`src/shared/ccrb_pkg.sv`:
```
// ccrb_pkg: constants shared by the codec control register bank
`default_nettype none
package ccrb_pkg;
    localparam int ADDR_W = 7;
    localparam int DATA_W = 16;
    localparam int LEVEL_W = 5;
    localparam int ATT_W = 8;
    localparam int NUM_CH = 9;
    localparam logic [6:0] OFS_RESET = 7'h00;
    localparam logic [6:0] OFS_MASTER = 7'h02;
    localparam logic [6:0] OFS_HEADPHONE = 7'h04;
    localparam logic [6:0] OFS_MONO = 7'h06;
    localparam logic [6:0] OFS_AUX = 7'h16;
    localparam logic [6:0] OFS_FRONT = 7'h18;
    localparam logic [6:0] OFS_REC_SEL = 7'h1a;
    localparam logic [6:0] OFS_REC_GAIN = 7'h1c;
    localparam logic [6:0] OFS_GP = 7'h20;
    localparam logic [6:0] OFS_INT_PAGE = 7'h24;
    localparam logic [6:0] OFS_PWR = 7'h26;
    localparam logic [6:0] OFS_EXT_ID = 7'h28;
    localparam logic [6:0] OFS_EXT_CTL = 7'h2a;
    localparam logic [6:0] OFS_RATE_FRONT = 7'h2c;
    localparam logic [6:0] OFS_RATE_SURR = 7'h2e;
    localparam logic [6:0] OFS_RATE_CSUB = 7'h30;
    localparam logic [6:0] OFS_RATE_ADC = 7'h32;
    localparam logic [6:0] OFS_CSUB_VOL = 7'h36;
    localparam logic [6:0] OFS_SURR_VOL = 7'h38;
    localparam logic [6:0] OFS_DOUT_CTL = 7'h3a;
    localparam logic [6:0] OFS_EQ_CTL = 7'h60;
    localparam logic [6:0] OFS_EQUALIZER_COEFFICIENT_DATA = 7'h62;
    localparam logic [6:0] OFS_MISC2 = 7'h70;
    localparam logic [6:0] OFS_JACK1 = 7'h72;
    localparam logic [6:0] OFS_LINK_CFG = 7'h74;
    localparam logic [6:0] OFS_MISC1 = 7'h76;
    localparam logic [6:0] OFS_JACK2 = 7'h78;
    localparam logic [6:0] OFS_MISC3 = 7'h7a;
    localparam logic [6:0] OFS_MAKER_HI = 7'h7c;
    localparam logic [6:0] OFS_MAKER_LO = 7'h7e;
    // page-one window overlays 0x60..0x6a while the page field is PAGE_ONE
    localparam logic [6:0] PG1_CLASS = 7'h60;
    localparam logic [6:0] PG1_SENSE = 7'h6a;
    localparam logic [3:0] PAGE_ONE = 4'h1;
    localparam int PAGE_LSB = 0;
    localparam int PAGE_W = 4;
    localparam logic [2:0] PG1_I_CLASS = 3'h0;
    localparam logic [2:0] PG1_I_SVID = 3'h1;
    localparam logic [2:0] PG1_I_SID = 3'h2;
    localparam logic [2:0] PG1_I_FINFO = 3'h4;
    localparam logic [2:0] PG1_I_SENSE = 3'h5;
    localparam logic [15:0] RST_ZERO = 16'h0000;
    localparam logic [15:0] RST_MUTED_PAIR = 16'h8080;
    localparam logic [15:0] RST_MONO = 16'h8000;
    localparam logic [15:0] RST_MIXER_PAIR = 16'h8888;
    localparam logic [15:0] RST_EXT_ID = 16'h0bc7;
    localparam logic [15:0] RST_RATE = 16'hbb80;
    localparam logic [15:0] RST_DOUT = 16'h2000;
    localparam logic [15:0] RST_LINK = 16'h1001;
    localparam logic [15:0] RST_MISC1 = 16'h6010;
    localparam logic [15:0] RST_PG1_CLASS = 16'h0002;
    localparam logic [15:0] RST_PG1_ID = 16'hffff;
    // write masks: a zero bit is read-only and holds its default; link keep bits survive software reset only, sense keep bits both weaker resets
    localparam logic [15:0] MSK_NONE = 16'h0000;
    localparam logic [15:0] MSK_ALL = 16'hffff;
    localparam logic [15:0] MSK_STEREO = 16'h9f9f;
    localparam logic [15:0] MSK_MONO = 16'h801f;
    localparam logic [15:0] MSK_REC_SEL = 16'h0707;
    localparam logic [15:0] MSK_REC_GAIN = 16'h8f0f;
    localparam logic [15:0] MSK_PAGE = 16'h000f;
    localparam logic [15:0] MSK_PWR = 16'hff00;
    localparam logic [15:0] MSK_EXT_CTL = 16'h0037;
    localparam logic [15:0] MSK_MISC1 = 16'h9bff;
    localparam logic [15:0] MSK_LINK_KEEP = 16'hf087;
    localparam logic [15:0] MSK_SENSE_KEEP = 16'he000;
    localparam logic [9:0] CAP_FIELD = 10'h290;
    localparam logic [4:0] SE_NONE = 5'h00;
    localparam int LMUTE_BIT = 15;
    localparam int LLEV_LSB = 8;
    localparam int RMUTE_BIT = 7;
    localparam int RLEV_LSB = 0;
    localparam int PWR_REQ_LSB = 8;
    localparam int PWR_RDY_W = 4;
    localparam int EAPD_BIT = 15;
    localparam int GPO_BIT = 3;
    localparam logic [4:0] DAC_UNITY_CODE = 5'h08;
    localparam logic [4:0] OUT_UNITY_CODE = 5'h00;
    localparam int CH_LINE_L = 0;
    localparam int CH_LINE_R = 1;
    localparam int CH_SURR_L = 2;
    localparam int CH_SURR_R = 3;
    localparam int CH_CENTRE = 4;
    localparam int CH_SUB = 5;
    localparam int CH_HP_L = 6;
    localparam int CH_HP_R = 7;
    localparam int CH_MONO = 8;
endpackage : ccrb_pkg
`default_nettype wire

```
`src/rtl/ccrb_gain_stage.sv`:
```
// ccrb_gain_stage: registered mute and net attenuation of one output channel
`timescale 1ns/100ps
`default_nettype none

module ccrb_gain_stage #(
    parameter logic [ccrb_pkg::LEVEL_W-1:0] ZERO_DB_CODE = 5'h00
) (
    input wire logic clk_i,
    input wire logic reset_n_i,
    input wire logic master_mute_i,
    input wire logic [ccrb_pkg::LEVEL_W-1:0] master_level_i,
    input wire logic local_mute_i,
    input wire logic [ccrb_pkg::LEVEL_W-1:0] local_level_i,
    output logic mute_o,
    output logic [ccrb_pkg::ATT_W-1:0] atten_o
);
    import ccrb_pkg::*;

    typedef struct packed {
        logic mute;
        logic [ATT_W-1:0] atten;
    } ccrb_gain_state_type;

    ccrb_gain_state_type st_ff;
    ccrb_gain_state_type nxt_st;

    // net attenuation in 1.5 dB steps, two's complement; negative means gain
    always_comb begin
        nxt_st.mute = master_mute_i | local_mute_i;
        nxt_st.atten = {{(ATT_W-LEVEL_W){1'b0}}, master_level_i}
                     + {{(ATT_W-LEVEL_W){1'b0}}, local_level_i}
                     - {{(ATT_W-LEVEL_W){1'b0}}, ZERO_DB_CODE};
    end

    always_ff @(posedge clk_i or negedge reset_n_i) begin
        if (!reset_n_i) begin
            st_ff <= '{mute: 1'b1, atten: '0};
        end else begin
            st_ff <= nxt_st;
        end
    end

    assign mute_o = st_ff.mute;
    assign atten_o = st_ff.atten;
endmodule : ccrb_gain_stage
`default_nettype wire

```
`src/rtl/ccrb_top.sv`:
```
// ccrb_top: codec control register bank with reset tiers and volume routing
//
// The implementer's own choice: the strobed register port.
`timescale 1ns/100ps
`default_nettype none

module ccrb_top #(
    parameter logic [15:0] MAKER_CODE_HI = 16'h5a5a, // arbitrary value
    parameter logic [15:0] MAKER_CODE_LO = 16'ha5a5 // arbitrary value
) (
    input wire logic clk_i,
    input wire logic reset_n_i,
    input wire logic hw_reset_n_i,
    input wire logic [ccrb_pkg::ADDR_W-1:0] addr_i,
    input wire logic [ccrb_pkg::DATA_W-1:0] wdata_i,
    input wire logic wr_i,
    input wire logic rd_i,
    output logic [ccrb_pkg::DATA_W-1:0] rdata_o,
    output logic [ccrb_pkg::DATA_W-1:0] link_configuration_o,
    output logic [ccrb_pkg::DATA_W-1:0] power_down_ctrl_o,
    output logic eapd_o,
    output logic general_purpose_o,
    output logic [ccrb_pkg::NUM_CH-1:0] chan_mute_o,
    output logic [ccrb_pkg::NUM_CH-1:0][ccrb_pkg::ATT_W-1:0] chan_atten_o
);
    import ccrb_pkg::*;

    // one word per even address; odd addresses fall between words
    localparam int NUM_REGS = 2 ** (ADDR_W - 1);
    localparam int NUM_PG1 = 6;
    localparam int RIDX_W = ADDR_W - 1;

    // page-one words sit apart so the page field can overlay them
    // only hw_sync is read: hw_meta may still be settling from the pin
    typedef struct packed {
        logic hw_meta;
        logic hw_sync;
        logic [NUM_REGS-1:0][DATA_W-1:0] regs;
        logic [NUM_PG1-1:0][DATA_W-1:0] pg1;
        logic [DATA_W-1:0] rdata;
    } ccrb_state_type;

    // default contents of each page-zero word; unlisted words stay zero
    function automatic logic [15:0] def_val(input logic [6:0] ofs);
        case (ofs)
            OFS_RESET:
                def_val = {1'b0, SE_NONE, CAP_FIELD};
            OFS_MASTER,
            OFS_HEADPHONE,
            OFS_REC_GAIN,
            OFS_EQ_CTL:
                def_val = RST_MUTED_PAIR;
            OFS_MONO:
                def_val = RST_MONO;
            OFS_AUX,
            OFS_FRONT,
            OFS_CSUB_VOL,
            OFS_SURR_VOL:
                def_val = RST_MIXER_PAIR;
            OFS_EXT_ID:
                def_val = RST_EXT_ID;
            OFS_RATE_FRONT,
            OFS_RATE_SURR,
            OFS_RATE_CSUB,
            OFS_RATE_ADC:
                def_val = RST_RATE;
            OFS_DOUT_CTL:
                def_val = RST_DOUT;
            OFS_LINK_CFG:
                def_val = RST_LINK;
            OFS_MISC1:
                def_val = RST_MISC1;
            OFS_MAKER_HI:
                def_val = MAKER_CODE_HI;
            OFS_MAKER_LO:
                def_val = MAKER_CODE_LO;
            default:
                def_val = RST_ZERO;
        endcase
    endfunction : def_val

    // writable bits; reserved and read-only bits keep their default for good
    function automatic logic [15:0] wr_mask(input logic [6:0] ofs);
        case (ofs)
            OFS_MASTER,
            OFS_HEADPHONE,
            OFS_AUX,
            OFS_FRONT,
            OFS_CSUB_VOL,
            OFS_SURR_VOL:
                wr_mask = MSK_STEREO;
            OFS_MONO:
                wr_mask = MSK_MONO;
            OFS_REC_SEL:
                wr_mask = MSK_REC_SEL;
            OFS_REC_GAIN:
                wr_mask = MSK_REC_GAIN;
            OFS_INT_PAGE:
                wr_mask = MSK_PAGE;
            OFS_PWR:
                wr_mask = MSK_PWR;
            OFS_EXT_CTL:
                wr_mask = MSK_EXT_CTL;
            OFS_MISC1:
                wr_mask = MSK_MISC1;
            OFS_GP,
            OFS_RATE_FRONT,
            OFS_RATE_SURR,
            OFS_RATE_CSUB,
            OFS_RATE_ADC,
            OFS_DOUT_CTL,
            OFS_EQ_CTL,
            OFS_EQUALIZER_COEFFICIENT_DATA,
            OFS_MISC2,
            OFS_JACK1,
            OFS_LINK_CFG,
            OFS_JACK2,
            OFS_MISC3:
                wr_mask = MSK_ALL;
            default:
                wr_mask = MSK_NONE;
        endcase
    endfunction : wr_mask

    // page-one defaults: class code and all-ones ids, the rest zero
    function automatic logic [15:0] pg1_def(input logic [2:0] idx);
        case (idx)
            PG1_I_CLASS:
                pg1_def = RST_PG1_CLASS;
            PG1_I_SVID,
            PG1_I_SID:
                pg1_def = RST_PG1_ID;
            default:
                pg1_def = RST_ZERO;
        endcase
    endfunction : pg1_def

    // page-one bits that ride through software and pin resets
    function automatic logic [15:0] pg1_keep(input logic [2:0] idx);
        case (idx)
            PG1_I_CLASS,
            PG1_I_SVID,
            PG1_I_SID,
            PG1_I_FINFO:
                pg1_keep = MSK_ALL;
            PG1_I_SENSE:
                pg1_keep = MSK_SENSE_KEEP;
            default:
                pg1_keep = MSK_NONE;
        endcase
    endfunction : pg1_keep

    // a section reports ready while its power-down request is clear
    function automatic logic [15:0] power_word(input logic [15:0] ctrl);
        power_word = ctrl;
        power_word[PWR_RDY_W-1:0] = ~ctrl[PWR_REQ_LSB +: PWR_RDY_W];
    endfunction : power_word

    // power-on image; the weaker resets copy from it, bar the bits they keep
    function automatic ccrb_state_type por_state();
        ccrb_state_type s;
        s = '0;
        s.hw_meta = 1'b1;
        s.hw_sync = 1'b1;
        for (int i = 0; i < NUM_REGS; i++) begin
            s.regs[i] = def_val(7'(i * 2));
        end
        for (int i = 0; i < NUM_PG1; i++) begin
            s.pg1[i] = pg1_def(3'(i));
        end
        por_state = s;
    endfunction : por_state

    localparam ccrb_state_type ST_POR = por_state();

    ccrb_state_type st_ff;
    ccrb_state_type nxt_st;

    always_comb begin
        logic hw_rst;
        logic sw_rst;
        logic pg1_hit;
        logic [2:0] pidx;
        logic [RIDX_W-1:0] ridx;
        logic [DATA_W-1:0] msk;
        logic [DATA_W-1:0] keep;

        hw_rst = !st_ff.hw_sync;
        // whatever data is written, a write to the reset word resets the bank
        sw_rst = wr_i && (addr_i == OFS_RESET);
        ridx = addr_i[ADDR_W-1:1];
        pidx = 3'((addr_i - PG1_CLASS) >> 1);
        // outside page one the window is the equalizer pair and four read-only zero words
        pg1_hit = (st_ff.regs[OFS_INT_PAGE[6:1]][PAGE_LSB +: PAGE_W] == PAGE_ONE)
                  && (addr_i >= PG1_CLASS)
                  && (addr_i <= PG1_SENSE);
        msk = wr_mask(addr_i);
        keep = MSK_NONE;

        nxt_st = st_ff;
        nxt_st.hw_meta = hw_reset_n_i;
        nxt_st.hw_sync = st_ff.hw_meta;
        // read data stand for one cycle only, then fall back to zero
        nxt_st.rdata = '0;

        // odd byte addresses fall between words: they read zero and ignore writes
        if (rd_i && !addr_i[0]) begin
            if (pg1_hit) begin
                nxt_st.rdata = st_ff.pg1[pidx];
            end else if (addr_i == OFS_PWR) begin
                nxt_st.rdata = power_word(st_ff.regs[ridx]);
            end else begin
                nxt_st.rdata = st_ff.regs[ridx];
            end
        end
        if (wr_i && !addr_i[0] && !sw_rst) begin
            if (pg1_hit) begin
                nxt_st.pg1[pidx] = wdata_i;
            end else begin
                nxt_st.regs[ridx] = (st_ff.regs[ridx] & ~msk) | (wdata_i & msk);
            end
        end

        // the pin reset is held for as long as the pin is low, so it wins over writes
        if (sw_rst || hw_rst) begin
            for (int i = 0; i < NUM_REGS; i++) begin
                nxt_st.regs[i] = ST_POR.regs[i];
            end
            // only the pin clears the protected link bits
            if (!hw_rst) begin
                keep = MSK_LINK_KEEP;
            end
            nxt_st.regs[OFS_LINK_CFG[6:1]] = (ST_POR.regs[OFS_LINK_CFG[6:1]] & ~keep)
                | (st_ff.regs[OFS_LINK_CFG[6:1]] & keep);
            // sticky page-one bits ride through both weaker resets
            for (int i = 0; i < NUM_PG1; i++) begin
                nxt_st.pg1[i] = (ST_POR.pg1[i] & ~pg1_keep(3'(i)))
                    | (st_ff.pg1[i] & pg1_keep(3'(i)));
            end
        end
    end

    // reset only ever loads the constant power-on image
    always_ff @(posedge clk_i or negedge reset_n_i) begin
        if (!reset_n_i) begin
            st_ff <= ST_POR;
        end else begin
            st_ff <= nxt_st;
        end
    end

    // routing taps: plain wiring from the state image into the gain stages
    logic [DATA_W-1:0] mst_word;
    logic [DATA_W-1:0] hp_word;
    logic [DATA_W-1:0] mono_word;
    logic [DATA_W-1:0] front_word;
    logic [DATA_W-1:0] surr_word;
    logic [DATA_W-1:0] csub_word;
    logic [NUM_CH-1:0] m_mute;
    logic [NUM_CH-1:0] l_mute;
    logic [NUM_CH-1:0][LEVEL_W-1:0] m_lvl;
    logic [NUM_CH-1:0][LEVEL_W-1:0] l_lvl;

    assign mst_word = st_ff.regs[OFS_MASTER[6:1]];
    assign hp_word = st_ff.regs[OFS_HEADPHONE[6:1]];
    assign mono_word = st_ff.regs[OFS_MONO[6:1]];
    assign front_word = st_ff.regs[OFS_FRONT[6:1]];
    assign surr_word = st_ff.regs[OFS_SURR_VOL[6:1]];
    assign csub_word = st_ff.regs[OFS_CSUB_VOL[6:1]];

    // master stacks on the per-DAC level for the three speaker pairs
    assign m_mute[CH_LINE_L] = mst_word[LMUTE_BIT];
    assign m_lvl[CH_LINE_L] = mst_word[LLEV_LSB +: LEVEL_W];
    assign l_mute[CH_LINE_L] = front_word[LMUTE_BIT];
    assign l_lvl[CH_LINE_L] = front_word[LLEV_LSB +: LEVEL_W];

    assign m_mute[CH_LINE_R] = mst_word[RMUTE_BIT];
    assign m_lvl[CH_LINE_R] = mst_word[RLEV_LSB +: LEVEL_W];
    assign l_mute[CH_LINE_R] = front_word[RMUTE_BIT];
    assign l_lvl[CH_LINE_R] = front_word[RLEV_LSB +: LEVEL_W];

    // surround follows the same master halves as the line pair
    assign m_mute[CH_SURR_L] = mst_word[LMUTE_BIT];
    assign m_lvl[CH_SURR_L] = mst_word[LLEV_LSB +: LEVEL_W];
    assign l_mute[CH_SURR_L] = surr_word[LMUTE_BIT];
    assign l_lvl[CH_SURR_L] = surr_word[LLEV_LSB +: LEVEL_W];

    assign m_mute[CH_SURR_R] = mst_word[RMUTE_BIT];
    assign m_lvl[CH_SURR_R] = mst_word[RLEV_LSB +: LEVEL_W];
    assign l_mute[CH_SURR_R] = surr_word[RMUTE_BIT];
    assign l_lvl[CH_SURR_R] = surr_word[RLEV_LSB +: LEVEL_W];

    // centre sits in the right half of its register, subwoofer in the left
    assign m_mute[CH_CENTRE] = mst_word[RMUTE_BIT];
    assign m_lvl[CH_CENTRE] = mst_word[RLEV_LSB +: LEVEL_W];
    assign l_mute[CH_CENTRE] = csub_word[RMUTE_BIT];
    assign l_lvl[CH_CENTRE] = csub_word[RLEV_LSB +: LEVEL_W];

    assign m_mute[CH_SUB] = mst_word[LMUTE_BIT];
    assign m_lvl[CH_SUB] = mst_word[LLEV_LSB +: LEVEL_W];
    assign l_mute[CH_SUB] = csub_word[LMUTE_BIT];
    assign l_lvl[CH_SUB] = csub_word[LLEV_LSB +: LEVEL_W];

    // headphone and mono ignore the master register entirely
    assign m_mute[CH_HP_L] = 1'b0;
    assign m_lvl[CH_HP_L] = OUT_UNITY_CODE;
    assign l_mute[CH_HP_L] = hp_word[LMUTE_BIT];
    assign l_lvl[CH_HP_L] = hp_word[LLEV_LSB +: LEVEL_W];

    assign m_mute[CH_HP_R] = 1'b0;
    assign m_lvl[CH_HP_R] = OUT_UNITY_CODE;
    assign l_mute[CH_HP_R] = hp_word[RMUTE_BIT];
    assign l_lvl[CH_HP_R] = hp_word[RLEV_LSB +: LEVEL_W];

    // mono takes its mute from bit 15 and its level from the low field
    assign m_mute[CH_MONO] = 1'b0;
    assign m_lvl[CH_MONO] = OUT_UNITY_CODE;
    assign l_mute[CH_MONO] = mono_word[LMUTE_BIT];
    assign l_lvl[CH_MONO] = mono_word[RLEV_LSB +: LEVEL_W];

    // DAC level registers centre 0 dB on code 8, output registers on code 0
    // no clamping: a sum past 31 steps is passed on for the analog side to limit
    for (genvar c = 0; c < NUM_CH; c++) begin : g_chan
        ccrb_gain_stage #(
            .ZERO_DB_CODE((c < CH_HP_L)
                ? DAC_UNITY_CODE
                : OUT_UNITY_CODE)
        ) u_gain (
            .clk_i(clk_i),
            .reset_n_i(reset_n_i),
            .master_mute_i(m_mute[c]),
            .master_level_i(m_lvl[c]),
            .local_mute_i(l_mute[c]),
            .local_level_i(l_lvl[c]),
            .mute_o(chan_mute_o[c]),
            .atten_o(chan_atten_o[c])
        );
    end

    // every output is a flop of the state image or of a gain stage
    assign rdata_o = st_ff.rdata;
    assign link_configuration_o = st_ff.regs[OFS_LINK_CFG[6:1]];
    assign power_down_ctrl_o = st_ff.regs[OFS_PWR[6:1]];
    assign eapd_o = st_ff.regs[OFS_PWR[6:1]][EAPD_BIT];
    assign general_purpose_o = st_ff.regs[OFS_MISC3[6:1]][GPO_BIT];
endmodule : ccrb_top
`default_nettype wire

```
`config.mk`:
```
export PLATFORM = sky130hd
export DESIGN_NAME = ccrb_top
export DESIGN_NICKNAME = d
export VERILOG_FILES = /design/src/shared/ccrb_pkg.sv /design/src/rtl/ccrb_gain_stage.sv /design/src/rtl/ccrb_top.sv
export SDC_FILE = /design/constraint.sdc
export NUM_CORES = 2
export LEC_CHECK = 0
export ABC_AREA = 0
export BUFFER_PORTS_ARGS = -buffer_cell sky130_fd_sc_hd__buf_2
export CAP_MARGIN = 10
export CORE_UTILIZATION = 35
export CTS_CLUSTER_SIZE = 14
export DETAILED_ROUTE_END_ITERATION = 7
export GPL_TIMING_DRIVEN = 0
export PLACE_DENSITY = 0.6
export SLEW_MARGIN = 20
export SYNTH_ARGS = -nofsm -noshare
export SYNTH_HDL_FRONTEND = slang
export SYNTH_HIERARCHICAL = 1
export SYNTH_SLANG_ARGS = --single-unit
```
`constraint.sdc`:
```
create_clock -name clk_i -period 4.6 [get_ports clk_i]
set_input_delay 0.46 -clock clk_i [delete_from_list [all_inputs] [get_ports clk_i]]
set_output_delay 0.46 -clock clk_i [all_outputs]
set_load 0.02 [all_outputs]
```
# Word-level counts from Yosys, hierarchy flattened
# Memory sizes are Yosys's and may differ from the RTL's.
# Index checks and enable logic that the tools add are counted.
# totals
register_bits	1210
mem_bits_ro	2048
in_bits	28
output_inout_bits	131
word_cells	177
memories	1
# mem_list
name	words	word_bits	rd	rd_clocked_by_memory_dff	wr	line_no	rtl
(name not given)	128	16	1	0	0	ccrb_top.sv:84	case (ofs)
# op_classes
add_sub_neg	13
magnitude_cmp	6
n_eq_ne	3
muxes	22
n_bitwise	24
reduce_logical	17
# op_table
op	n
$mux W1120	2
$bwmux W1024	1
$mux W1024	1
$mux W16	11
$and A16 B16 Y16	9
$bmux W16 S6	1
$bwmux W96	1
$demux W16 S6	1
$mux W96	1
$bmux W16 S3	1
$demux W16 S3	1
$or A16 B16 Y16	3
$sub A8 B4 Y8 const B	6
$add A5 B5 Y6	6
$not A16 Y16	2
$or A13 B16 Y16	1
$or A2 B16 Y16	1
$not A13 Y13	1
$logic_and A1 B1 Y1	8
$eq A7 B6 Y1 const B	1
$ge A7 B7 Y1 const B	1
$le A7 B7 Y1 const B	1
$logic_not A7 Y1	1
$lt A6 B7 Y1 const B	1
13 further kinds	22

# Depth between registers and ports, before layout
# depth
word_depth	9
depth_mapped	15
ltp_nobuf	7

# Cells and area by module
# Netlist, hierarchy kept.
# modules_own_cells
mod	n_inst	cells_per_inst	area_each_um2	seq_area_each_um2
ccrb_top	1	5091	51856.0	28628.7
ccrb_gain_stage at g_chan[0].u_gain ...	6	42	471.7	201.4
ccrb_gain_stage at g_chan[6].u_gain ...	3	28	360.3	176.4

# Worst setup path before layout
# No wires, ideal clock.
# synth_path
path_type	in2reg
start	input addr_i[1] in the netlist's numbering
end	register st_ff[207] in the netlist's numbering
setup_time_ps	126
t_arrival_ps	2812
required_ps	4474
slack_ps	1661
path_stages	13
path_buffers	7
cell_sequence	buf_6 buf_6 buf_6 buf_6 buf_6 mux4_2 a221oi_1 nand2_1 o311a_1 mux2i_1 buf_6 buf_6 o21ai_2
# synth_via
elab_chain_cells	8
elab_cells_between_ends	28
cone_classes	order compare: 4; eq/ne: 1; mux: 8; bitwise: 4; reduce/logical: 10; memory: 1
# synth_lines
element	line_no	rtl
start, declared	ccrb_top.sv:14	input wire logic [ccrb_pkg::ADDR_W-1:0] addr_i,
$mem_v2 Z128 W16 (tied with other cells)	n/a	
$not A16 Y16 (tied with other cells)	ccrb_top.sv:220	nxt_st.regs[ridx] = (st_ff.regs[ridx] & ~msk) | (wdata_i & msk);
$and A16 B16 Y16 / $mux W16 (equally long branches)	ccrb_top.sv:220	
$or A16 B16 Y16 / $demux W16 S6 (equally long branches)	ccrb_top.sv:220	
$bwmux W1024	ccrb_top.sv:220	
$mux W1024	ccrb_top.sv:217	if (pg1_hit) begin
$mux W1120	ccrb_top.sv:216	if (wr_i && !addr_i[0] && !sw_rst) begin
$mux W1120	ccrb_top.sv:225	if (sw_rst || hw_rst) begin
end signal, assigned	ccrb_top.sv:248	st_ff <= nxt_st;
end, declared	ccrb_top.sv:176	ccrb_state_type st_ff;
# Several ways; a longest one is shown, not always the timed one. The select of a mux whose other input is x is not followed.
# A chain may end at the register's enable or synchronous reset.

# Worst setup path in the final report
# layout_path
start	input addr_i[2] in the netlist's numbering
end	register st_ff (netlist bit surr_word[7])
# The elaborated chain is that of the path after synthesis.

==> impl_metrics.tcl <==
set metrics [dict create \
    start_util_pct 35.3 \
    place.gp.congestion 1.07 \
    power.net_switching_mw 7.54 \
    timing_worst_slew_pin_value_ps 1400 \
    largest_register "st_ff" \
    detail_route.wirelength_um 284000 \
    layout_setup_ws_ps -293 \
    syn_to_final_growth_pct 16.7 \
    drtAntennaViolNets 0 \
    comb_power_share_pct 12.5 \
    netlist_instances 5427 \
    violations "setup timing" \
    ys_ff_latch 1207 \
    final_core_utilization_pct 41.1 \
    cts_sinks 1207 \
    ir_worst_vdd_v 0.000316 \
    top_level_ports 159 \
    critical_path.startpoint_type "input pin" \
    layout.cells.most_common_list "sky130_fd_sc_hd__nand2_1, sky130_fd_sc_hd__dfrtp_1, sky130_fd_sc_hd__o21ai_0" \
    die_area_um2 161000 \
    largest_register_ffs 992 \
    numCtsBuffers 136 \
    post-layout-total-power_mw 25.8 \
    synthesis.area_per_instance_um2 10.3 \
    ys_async_rst_share_pct 100 \
    fin_crit_sh_pct 106 \
    via_count 48600 \
    hp-start "wdata_i[10]" \
    floorplan.core_area_um2 158000 \
    htree_levels 4 \
    die_w_um 401 \
    worst_r2r_startpoint "front_word[12]" \
    p_leak_nw 29.4 \
    regToRegEndpoint "st_ff[252]" \
    synth_area_um2 55800 \
    dieHeight_um 401 \
    crit_buf_inv 5 \
    post_synth_fa_ha_maj_area_fraction_pct 1.87 \
    antenna_found_initial 29 \
    cts.clk_slew.worst_paths_ps 60 \
    path_max_fanout 10 \
    crit_chain "buf_2 > buf_2 > buf_4 > buf_2 > mux4_2 > a22oi_1 > a22oi_1 > nand2_1 > o31a_2 > clkbuf_2 > a21oi_1" \
    synthSimpleGateAreaFrac_pct 11.0 \
    drt-wirelength-per-cell_um 35.6 \
    postSynth.topFlopCell "sky130_fd_sc_hd__dfrtp_1" \
    setup.worst_path.end_class "flop" \
    cap_viol_max_count 0 \
    power_switching_share_pct 29.2 \
    muxShareOfSynthArea_pct 11.4 \
    timing_worst_setup_path_type "input pin to flop" \
    synth_area_leaders "sky130_fd_sc_hd__dfrtp_1, sky130_fd_sc_hd__o21ai_0, sky130_fd_sc_hd__nand2_1" \
    io_buffer_count 151 \
    tritoncts_clock_tree "yes" \
    ff2ff_path_depth 9 \
    drt-vias-per-instance 6.10 \
    synth.distinct_cells 83 \
    yosysTopAreaCell "sky130_fd_sc_hd__dfrtp_1" \
    crit_top_cell "sky130_fd_sc_hd__buf_2" \
    grt_max_degree 141 \
    grt_resource_usage_total_pct 34.8 \
    hold_viol 0 \
    finalSetupViolCount 542 \
    critical_path_required_ps 5340 \
    cts_max_path_buffers 3 \
    report.final.slew_viol_count 0 \
    run_status "finished with violations" \
    post-route-drc-count 0 \
    clock_root_cell "sky130_fd_sc_hd__clkbuf_16" \
    critPathMaxStageDelay_ps 740 \
    synth_xor_area_share_pct 0.455 \
    seq_power_share_pct 41.5 \
    clockPowerShare_pct 46.0 \
    combinational_family_with_the_most_area_after_synthesis "compound AO/OA/AOI/OAI gates" \
    grt_pass1_wl_um 386000 \
    initial_drt_pass_iterations 7 \
    layout_commonest_cell "sky130_fd_sc_hd__nand2_1" \
    drive_above_1_share_pct 17.8 \
    cp_top_family "buffers and inverters" \
    final_nets 5886 \
    timing.fmax_ghz 0.204 \
    globalRouteOverflowTotal 0 \
    internal_power_mw 18.3 \
    fin_crit_ps 4890 \
    core_rows 146 \
    cell_count_of_the_worst_hold_path 3 \
    holdPathEnd "st_ff[42]" \
    grt_setup_unrepaired "no" \
    post_detailed_placement_half_perimeter_wirelength_um 199000 \
    crit_path_top_delay_cell "sky130_fd_sc_hd__buf_2" \
    fin_worst_hold_slack_ps 47.6 \
    timing.reg2reg.setup_slack_ps 260 \
    skew_ps 52.0 \
    cellPowerDensity_nw_per_um2 397 \
    clock_insertion_delay_worst_skew_ps 830 \
    worstPathArrival_ps 5630 \
    synth-seq-area-share_pct 54.5 \
    drtIter0Drc 6760 \
    synth.yosys.warnings 6 \
    synth-edff-count 0 \
    finalSetupTns_ps -62960 \
    synth_compound_area_share_pct 15.8 \
    worstHoldPathType "input pin to flop" \
    timing.max_slew.rel_slack_pct 6.67 \
    synthDominantCellAreaShare_pct 48.3 \
    number_of_global_route_vias_before_repair 46600 \
]
[per-layer routing]
metal	share of wire (%)	up-vias	GRT usage, %	wire length [µm]
met5	0.054	-	0	153
met4	8.3	22	24.5	23700
met3	13	862	13.7	36600
met2	41	3285	48.3	115000
met1	38	24900	44.1	108000
li1	-	19500	-	-
[worst min-delay path: stages]
cell and delay, ps:
sky130_fd_sc_hd__buf_2 160, sky130_fd_sc_hd__nand2_1 130, sky130_fd_sc_hd__o21ai_0 90
[Yosys cell counts (all sizes together), types with 26 or more instances]
cell and number:
dfstp 130, nand3 51, inv 95, o21ai 1096, nor2 163, mux2i 347
nand2 1184, clkbuf 245, a21oi 133, buf 217, mux2 29, a221oi 26
ha 69, mux4 114, dfrtp 1077, a22oi 149
[area by class of cell]
type	instances	area (µm²)
antenna	11	27.5
buffer	461	2570
clock inverter	56	926
timing repair buffer	193	1410
multi-input combinational	3685	23000
clock buffer	194	3880
fill	15500	93100
inverter	96	360
tap	2072	2590
sequential	1207	30400
[power by group through the flow]
stage | sequential (mW) | clock [mW] | combinational [mW]
after floorplan | 10.9 | 0 | 1.14
after global placement | 10.9 | 0 | 2.88
after detailed placement | 10.9 | 0 | 2.99
after CTS | 10.7 | 11.9 | 3.03
after global routing | 10.7 | 12.3 | 3.18
final | 10.7 | 11.9 | 3.23
[cell families (layout without fill, tap and decap cells)]
logic type,count (synthesis),in the layout
AO/OA/AOI/OAI,1542,1542
XOR/XNOR,29,29
adder cells (fa/ha/maj),78,78
buffers and inverters,558,1000
flip-flops,1207,1207
multiplexers,490,490
other,4,38
AND/OR/NAND/NOR,1519,1519
[per-stage QoR]
stage                     setup WS (ps)  area [µm²]  instances
after floorplan                    1660       55900       5450
after global routing               6.07       65100       7964
final                              -293       65100       7975
after CTS                          8.98       65000       7965
after detailed placement          -2580       59900       7695
after global placement           -23730       59200       7673
[timing repair]
item,4_1_cts,5_1_grt
pin swaps,4,0
endpoints found under the hold margin,105,0
gates resized for setup,44,33
setup buffers,11,0
gates cloned,0,0
hold buffers,9,0
setup endpoints to repair,829,300
[worst max path at each step]
stage,slack (ps),to,start,cells after the start
floorplan,1660,st_ff[207],addr_i[1],13
finish,-290,surr_word[7],addr_i[2],11
detailed placement,-2580,st_ff[232],addr_i[1],12
global placement,-23730,st_ff[725],reset_n_i,1
CTS,9,st_ff[1089],addr_i[3],14
global route,6,st_ff[264],addr_i[3],12
Note: power is estimated with default switching activity, not from simulation.
